$ cat src/usp_pkg.sv
package usp_pkg;
    localparam int DATA_W_MAX    = 8;
    localparam int FIFO_DEPTH    = 32;
    localparam int OVS           = 16;
    localparam logic [15:0] DIV_RESET = 16'h0019;
    localparam logic [1:0] WLEN_RESET = 2'h3;
    localparam int ADDR_BIT      = 8;

    typedef enum logic [1:0] {
        USP_PAR_NONE,
        USP_PAR_EVEN,
        USP_PAR_ODD
    } usp_par_e;

    typedef struct packed {
        logic [15:0] divisor;
        logic [1:0]  wlen;
        logic        two_stop;
        usp_par_e    parity;
        logic        nine_bit;
        logic        dma_mode;
    } usp_cfg_s;

    typedef struct packed {
        logic parity_err;
        logic framing_err;
        logic overrun;
        logic addr_seen;
    } usp_err_s;

    typedef enum logic [2:0] {
        USP_IDLE,
        USP_START,
        USP_DATA,
        USP_PAR,
        USP_STOP
    } usp_state_e;
endpackage

$ cat src/usp_top.sv
`timescale 1ns/10ps
`default_nettype none
module usp_top
    import usp_pkg::*;
#(
    parameter int FDEPTH = usp_pkg::FIFO_DEPTH
) (
    input  wire logic             clk,
    input  wire logic             sys_rst,
    input  wire usp_pkg::usp_cfg_s cfg,
    input  wire logic [8:0]       tx_data,
    input  wire logic             tx_write,
    input  wire logic             rx_read,
    input  wire logic             err_clear,
    input  wire logic             rx_line,
    output logic                  tx_line,
    output logic                  tx_ready,
    output logic [8:0]            rx_data,
    output logic                  rx_valid,
    output usp_pkg::usp_err_s     err,
    output logic                  rx_irq,
    output logic                  tx_irq,
    output logic                  dma_tx_req,
    output logic                  dma_rx_req,
    output logic                  dma_low_prio
);
    import usp_pkg::*;

    // Baud tick at sixteen times bit rate
    logic [15:0] bdiv;
    logic [15:0] next_bdiv;
    logic        tick;
    assign tick = (bdiv == 16'h0000);
    always_comb begin
        next_bdiv = tick ? ((cfg.divisor == 16'h0000) ? 16'h0000
                                                     : cfg.divisor - 16'h0001)
                         : bdiv - 16'h0001;
    end

    logic [3:0] nbits;
    assign nbits = 4'h5 + {2'h0, cfg.wlen};

    logic [8:0] f_tdata;
    logic       f_tvalid;
    logic       f_tready;
    logic       tx_pop;
    usp_fifo #(.WIDTH(9), .DEPTH(FDEPTH)) u_txq (
        .clk      (clk),
        .sys_rst  (sys_rst),
        .in_data  (tx_data),
        .in_valid (tx_write),
        .in_ready (f_tready),
        .out_data (f_tdata),
        .out_valid(f_tvalid),
        .out_ready(tx_pop)
    );

    // Transmitter
    usp_state_e tst;
    usp_state_e next_tst;
    logic [8:0] tsh;
    logic [8:0] next_tsh;
    logic [3:0] tcnt;
    logic [3:0] next_tcnt;
    logic [3:0] tsub;
    logic [3:0] next_tsub;
    logic       tpar;
    logic       next_tpar;
    logic       next_tx_line;
    logic       tend;
    assign tend = tick && (tsub == 4'(OVS-1));

    always_comb begin
        next_tst     = tst;
        next_tsh     = tsh;
        next_tcnt    = tcnt;
        next_tpar    = tpar;
        next_tsub    = tick ? tsub + 4'h1 : tsub;
        next_tx_line = tx_line;
        tx_pop       = 1'b0;
        case (tst)
            USP_IDLE: begin
                next_tx_line = 1'b1;
                next_tsub    = 4'h0;
                if (f_tvalid) begin
                    tx_pop       = 1'b1;
                    next_tsh     = f_tdata;
                    if (cfg.nine_bit) begin
                        next_tsh[nbits] = f_tdata[8];
                    end
                    next_tpar    = 1'b0;
                    next_tx_line = 1'b0;
                    next_tst     = USP_START;
                end
            end
            USP_START: if (tend) begin
                next_tx_line = tsh[0];
                next_tpar    = tsh[0];
                next_tsh     = tsh >> 1;
                next_tcnt    = 4'h1;
                next_tst     = USP_DATA;
            end
            USP_DATA: if (tend) begin
                // ninth bit after data in nine-bit mode
                if (tcnt < nbits + {3'h0, cfg.nine_bit}) begin
                    next_tx_line = tsh[0];
                    next_tpar    = tpar ^ tsh[0];
                    next_tsh     = tsh >> 1;
                    next_tcnt    = tcnt + 4'h1;
                end else if (cfg.parity != USP_PAR_NONE) begin
                    next_tx_line = tpar ^ (cfg.parity == USP_PAR_ODD);
                    next_tst     = USP_PAR;
                end else begin
                    next_tx_line = 1'b1;
                    next_tcnt    = 4'h0;
                    next_tst     = USP_STOP;
                end
            end
            USP_PAR: if (tend) begin
                next_tx_line = 1'b1;
                next_tcnt    = 4'h0;
                next_tst     = USP_STOP;
            end
            USP_STOP: if (tend) begin
                if (cfg.two_stop && tcnt == 4'h0) begin
                    next_tcnt = 4'h1;
                end else begin
                    next_tst = USP_IDLE;
                end
            end
            default: next_tst = USP_IDLE;
        endcase
    end

    // Receiver input sync, three stages
    logic [2:0] rsync;
    logic       rin;
    logic       next_rin;
    assign next_rin = (rsync[2] == rsync[1]) ? rsync[1] : rin;

    usp_state_e rstate;
    usp_state_e next_rstate;
    logic [8:0] rsh;
    logic [8:0] next_rsh;
    logic [3:0] rcnt;
    logic [3:0] next_rcnt;
    logic [3:0] rsub;
    logic [3:0] next_rsub;
    logic       rpar;
    logic       next_rpar;
    logic       rdone;
    logic [8:0] rword;
    usp_err_s   rerr;
    logic       rmid;
    assign rmid = tick && (rsub == 4'(OVS/2-1));

    always_comb begin
        next_rstate = rstate;
        next_rsh    = rsh;
        next_rcnt   = rcnt;
        next_rpar   = rpar;
        next_rsub   = tick ? rsub + 4'h1 : rsub;
        rdone       = 1'b0;
        rword       = rsh >> (4'h9 - nbits - {3'h0, cfg.nine_bit});
        rerr        = '0;
        case (rstate)
            USP_IDLE: begin
                next_rsub = 4'h0;
                if (!rin) begin
                    next_rstate = USP_START;
                end
            end
            USP_START: if (rmid) begin
                next_rsub   = 4'(OVS/2);
                next_rstate = rin ? USP_IDLE : USP_DATA;
                next_rcnt   = 4'h0;
                next_rpar   = 1'b0;
            end
            USP_DATA: if (rmid) begin
                // LSB first into top of shifter
                next_rsh  = {rin, rsh[8:1]};
                next_rpar = rpar ^ rin;
                next_rcnt = rcnt + 4'h1;
                if (rcnt + 4'h1 == nbits + {3'h0, cfg.nine_bit}) begin
                    next_rstate = (cfg.parity != USP_PAR_NONE) ? USP_PAR
                                                               : USP_STOP;
                end
            end
            USP_PAR: if (rmid) begin
                next_rpar   = rpar ^ rin ^ (cfg.parity == USP_PAR_ODD);
                next_rstate = USP_STOP;
            end
            USP_STOP: if (rmid) begin
                rdone            = 1'b1;
                rerr.framing_err = !rin;
                rerr.parity_err  = (cfg.parity != USP_PAR_NONE) && rpar;
                rerr.addr_seen   = cfg.nine_bit && rword[nbits];
                next_rstate      = USP_IDLE;
            end
            default: next_rstate = USP_IDLE;
        endcase
    end

    logic [8:0] next_rx_data;
    logic       next_rx_valid;
    usp_err_s   next_err;
    always_comb begin
        next_rx_data  = rx_data;
        next_rx_valid = rx_valid && !rx_read;
        next_err      = err_clear ? usp_err_s'('0) : err;
        if (rdone) begin
            next_rx_data  = rword;
            next_rx_valid = 1'b1;
            next_err = next_err | rerr;
            next_err.overrun = next_err.overrun || (rx_valid && !rx_read);
        end
    end

    always_ff @(posedge clk or posedge sys_rst) begin
        if (sys_rst) begin
            bdiv         <= '0;
            tst          <= USP_IDLE;
            tsh          <= '0;
            tcnt         <= '0;
            tsub         <= '0;
            tpar         <= 1'b0;
            tx_line      <= 1'b1;
            rsync        <= 3'h7;
            rin          <= 1'b1;
            rstate       <= USP_IDLE;
            rsh          <= '0;
            rcnt         <= '0;
            rsub         <= '0;
            rpar         <= 1'b0;
            rx_data      <= '0;
            rx_valid     <= 1'b0;
            err          <= '0;
            tx_ready     <= 1'b0;
            rx_irq       <= 1'b0;
            tx_irq       <= 1'b0;
            dma_tx_req   <= 1'b0;
            dma_rx_req   <= 1'b0;
            dma_low_prio <= 1'b1;
        end else begin
            bdiv       <= next_bdiv;
            tst        <= next_tst;
            tsh        <= next_tsh;
            tcnt       <= next_tcnt;
            tsub       <= next_tsub;
            tpar       <= next_tpar;
            tx_line    <= next_tx_line;
            rsync      <= {rsync[1:0], rx_line};
            rin        <= next_rin;
            rstate     <= next_rstate;
            rsh        <= next_rsh;
            rcnt       <= next_rcnt;
            rsub       <= next_rsub;
            rpar       <= next_rpar;
            rx_data    <= next_rx_data;
            rx_valid   <= next_rx_valid;
            err        <= next_err;
            tx_ready   <= f_tready;
            rx_irq     <= next_rx_valid && !cfg.dma_mode;
            tx_irq     <= f_tready && !cfg.dma_mode;
            dma_tx_req <= f_tready && cfg.dma_mode;
            dma_rx_req <= next_rx_valid && cfg.dma_mode;
            dma_low_prio <= 1'b1;
        end
    end
endmodule
`default_nettype wire

$ cat src/usp_fifo.sv
`timescale 1ns/10ps
`default_nettype none
module usp_fifo #(
    parameter int WIDTH = 9,
    parameter int DEPTH = 32
) (
    input  wire logic             clk,
    input  wire logic             sys_rst,
    input  wire logic [WIDTH-1:0] in_data,
    input  wire logic             in_valid,
    output logic                  in_ready,
    output logic [WIDTH-1:0]      out_data,
    output logic                  out_valid,
    input  wire logic             out_ready
);
    localparam int AW = $clog2(DEPTH);
    logic [WIDTH-1:0] mem [DEPTH];
    logic [AW-1:0]    wptr;
    logic [AW-1:0]    rptr;
    logic [AW:0]      count;
    logic [AW-1:0]    next_wptr;
    logic [AW-1:0]    next_rptr;
    logic [AW:0]      next_count;
    logic             push;
    logic             pop;

    assign in_ready  = (count != (AW+1)'(DEPTH));
    assign out_valid = (count != '0);
    assign out_data  = mem[rptr];
    assign push      = in_valid && in_ready;
    assign pop       = out_valid && out_ready;

    always_comb begin
        next_wptr  = push ? ((wptr == AW'(DEPTH-1)) ? '0 : wptr + 1'b1) : wptr;
        next_rptr  = pop ? ((rptr == AW'(DEPTH-1)) ? '0 : rptr + 1'b1) : rptr;
        next_count = count + (AW+1)'(push) - (AW+1)'(pop);
    end

    always_ff @(posedge clk or posedge sys_rst) begin
        if (sys_rst) begin
            wptr  <= '0;
            rptr  <= '0;
            count <= '0;
        end else begin
            wptr  <= next_wptr;
            rptr  <= next_rptr;
            count <= next_count;
        end
    end

    always_ff @(posedge clk) begin
        if (push) begin
            mem[wptr] <= in_data;
        end
    end
endmodule
`default_nettype wire

$ cat config.mk
export PLATFORM = sky130hd
export DESIGN_NAME = usp_top
export DESIGN_NICKNAME = d
export VERILOG_FILES = /design/src/usp_pkg.sv /design/src/usp_top.sv /design/src/usp_fifo.sv
export SDC_FILE = /design/constraint.sdc
export NUM_CORES = 1
export LEC_CHECK = 0
export BUFFER_PORTS_ARGS = -buffer_cell sky130_fd_sc_hd__buf_2
export CAP_MARGIN = 20
export CELL_PAD_IN_SITES_DETAIL_PLACEMENT = 0
export CELL_PAD_IN_SITES_GLOBAL_PLACEMENT = 2
export CORE_ASPECT_RATIO = 1.4
export CORE_MARGIN = 5
export CORE_UTILIZATION = 41
export DETAILED_ROUTE_END_ITERATION = 10
export PLACE_DENSITY = 0.77
export SLEW_MARGIN = 40
export SYNTH_ARGS = -nofsm -noshare
export SYNTH_HDL_FRONTEND = slang
export SYNTH_HIERARCHICAL = 1
export SYNTH_SLANG_ARGS = --single-unit
$ cat constraint.sdc
create_clock -name clk -period 2.57 [get_ports clk]
set_input_delay 0.3855 -clock clk [delete_from_list [all_inputs] [get_ports clk]]
set_output_delay 0.3855 -clock clk [all_outputs]
set_load 0.1 [all_outputs]
==> reports/metrics.cfg <==
[yosys]
syn-num-nets=1240
synthCells=1166
yosys_register_bits=386
ys_types=71
synthesis.area_sq_mm=0.0171
avgSynthCellArea_sq_um=14.7
yosysSeqAreaShare=0.650
synth_ff_type=edfxtp_1
synth_warnings=6
synth_edf_count=288
synthArstFlopShare=0.254

[die]
initial_core_util=0.414
core_area_sq_mm=0.0413
die_area_sq_mm=0.0459
die_h_um=252
num_io_pins=59
fp-row-count=88
die_w_um=183

[worst_hold_path]
hold_start=cfg[7]
hp-class=in -> reg

[placement]
place_congestion=0.776
port_buffers=57
dp_hpwl_mm=26.0

[worst_setup_path]
worstPathArrival_ns=3.14
required_ns=3.00
crit_chain=buf_6, mux4_2, a22o_1, a2111oi_4, buf_4, a21oi_1, mux2_2, mux2_2
worstReg2RegStart=u_txq/rptr[0]
critical_path_class=reg -> reg
start_kind=flip-flop
cpLargestDelayFamily=multiplexers
critPathSlowestCell=dfrtp_4
crit_fanout=8
slowest_delay_ns=0.53
critPathCaptureType=flip-flop
path_buf_inv=2
cp_common_cell=mux2_2
worstSetupStartpoint=u_txq/rptr[0]

[routing]
ant_nets=0
wire_per_inst_um=19.8
drtIter0Drc=510
vias=10300
firstDrtPassIters=5
wl_mm=38.2
post-route-drc-count=0
drt-vias-per-instance=5.37

[finish]
num_antenna_cells=0
nNetsFinal=1428
area_growth_pct=20.5
final_layout_size_suffix_gt1_frac=0.297

[sta]
finalCritPeriodShare=1.05
clock_skew_ns=0.0151
max_slew_margin=0.514
period_needed_ns=2.71
worstMarginPinSlew_ns=0.728
setup_viol=9
fmax_mhz=369
rsz0062_at_grt=true
fin_hold_ws_ns=0.0700
setup-tns-final_ns=-0.951
slew_violations=0
hold_viol=0
timing.final.ws_setup_ns=-0.138

[power_and_ir_drop]
ir_worst_vdd_uv=624
power_density_mw_per_mm2=718
power.leakage_nw=7.38

[run_status]
violations=negative setup slack
status=complete, but fails checks

[global_routing]
grt_pass1_vias=10600
track_usage=0.166
grt_antenna_before_repair=0
grt_start_max_net_pins=33
overflow=0
grt_pass1_wl_mm=60.0

[clocking]
cts_sinks=386
cts_buffer_depth=3
cts_tree=yes
cts_buffers=39
clk-insertion-delay-late_ns=0.55
cts_htree_levels=2
clk_pin_slew_ns=0.06
cts-root-buf=clkbuf_16

[job]
drv_cap=0

## cell type report
| type | instances | area (sq um) |
|---|---|---|
| Clock inverter | 24 | 343 |
| Inverter | 39 | 151 |
| Tap cell | 540 | 676 |
| Fill cell | 3599 | 20700 |
| Timing Repair Buffer | 202 | 1520 |
| Clock buffer | 46 | 1010 |
| Multi-Input combinational cell | 686 | 5790 |
| Sequential cell | 386 | 11100 |
## through the flow
stage | instance area, sq um | power [W] | std cells | util | setup slack [ns]
2_1_floorplan | 17200 | 0.00821 | 1166 | - | -0.269
3_3_place_gp | 18900 | 0.00878 | 1842 | 0.458 | -0.405
3_5_place_dp | 18900 | 0.00883 | 1842 | 0.458 | -0.436
4_1_cts | 20500 | 0.0149 | 1919 | 0.496 | -0.157
5_1_grt | 20600 | 0.0154 | 1923 | 0.499 | -0.218
6_report | 20600 | 0.0148 | 1923 | 0.499 | -0.138
## path summary, 6_finish.rpt
kind | end | slack, ns | cells after the start
setup / recovery | tsh[3] | -0.14 | 8
hold / removal | bdiv[0] | 0.07 | 2
setup reg to reg | tsh[3] | -0.14 | 8
hold reg to reg | rsync[1] | 0.36 | 0
max in group asynchronous | tx_line | 1.49 | 4
min in group asynchronous | tx_irq | 0.43 | 3
## repair_timing
action / 4_1_cts / 5_1_grt
gates resized for setup: 27 / 15
setup endpoints to repair: 12 / 19
endpoints found under the hold margin: 39 / 0
gates cloned: 1 / 1
buffers inserted: 4 / 3
hold buffers: 2 / 0
pin swaps: 7 / 8
## sequential cells by signal (all words and copies together) (netlist names), 5 cells and up
signal	count
u_txq/rptr	5
tsh	9
rsh	9
bdiv	16
rx_data	9
u_txq/mem	288
u_txq/wptr	5
u_txq/count	6
## power by group
part	total (W)	switching [W]	leakage, nW	internal (W)
logic	0.00156	0.000917	2.96	0.000647
clock network	0.00599	0.00243	0.653	0.00356
registers	0.00724	0.000195	3.77	0.00705
## routing by layer
metal | GRT usage | up-vias | wire length (um)
met2 | 0.310 | 191 | 20900
met5 | 0 | - | 0
met1 | 0.198 | 5227 | 14800
met3 | 0.0251 | 58 | 1480
met4 | 0.0459 | 0 | 917
li1 | - | 4852 | -
## cell families after synthesis
group,after synthesis,synth area share
AOI/OAI and AO/OA,204,0.0780
xor gates and xnor gates,30,0.0154
adders and majority gates,37,0.0278
buffers and inverters,94,0.0252
DFF,386,0.650
muxes,132,0.122
other,1,0.000219
and+or+nand+nor,282,0.0820
## synthesized netlist by cell type (all sizes together), types with 7 or more instances
| master | number | area, sq um |
|---|---|---|
| a22o | 10 | 87.6 |
| mux2 | 28 | 315 |
| nor4 | 9 | 71.3 |
| a21o | 8 | 60.1 |
| nand3 | 20 | 105 |
| nor2b | 11 | 68.8 |
| nand2 | 78 | 293 |
| o22ai | 16 | 100 |
| xor2 | 15 | 131 |
| nor2 | 77 | 289 |
| clkbuf | 24 | 90.1 |
| a2111oi | 9 | 88.8 |
| nand3b | 9 | 71.3 |
| o221ai | 10 | 87.6 |
| nor3 | 25 | 125 |
| buf | 31 | 195 |
| dfrtp | 93 | 2330 |
| nand2b | 7 | 43.8 |
| o21ai | 57 | 285 |
| mux4 | 58 | 1310 |
| nand4 | 7 | 43.8 |
| o31ai | 7 | 52.6 |
| a21oi | 46 | 230 |
| mux2i | 46 | 460 |
| o211ai | 7 | 52.6 |
| a22oi | 10 | 75.1 |
| xnor2 | 15 | 131 |
| ha | 34 | 425 |
| edfxtp | 288 | 8650 |
| inv | 39 | 146 |
## cell usage in the layout (no fill, tap or decap), types with 7 or more instances in the layout
cell / synthesis / final
a22oi_1: 10 / 10
nor2_1: 77 / 76
buf_4: 7 / 131
nand2_1: 78 / 77
o22ai_1: 16 / 16
o31ai_1: 7 / 7
mux2_2: 28 / 26
a21oi_1: 46 / 43
a22o_1: 10 / 10
a21o_1: 8 / 8
edfxtp_1: 288 / 288
inv_2: 1 / 7
nand3b_1: 8 / 8
bufinv_16: 0 / 7
o221ai_1: 10 / 10
xor2_1: 15 / 15
o21ai_0: 56 / 55
buf_2: 12 / 57
o211ai_1: 7 / 7
inv_1: 38 / 30
nand4_1: 7 / 7
clkinv_2: 0 / 8
dfrtp_1: 93 / 90
ha_1: 34 / 27
nand2b_1: 7 / 7
xnor2_1: 15 / 15
mux4_2: 58 / 58
nor2b_1: 11 / 10
mux2i_1: 46 / 45
nor4_1: 8 / 8
nor3_1: 25 / 24
clkbuf_16: 0 / 40
nand3_1: 19 / 18
No activity file was read; power rests on OpenSTA's default activity.
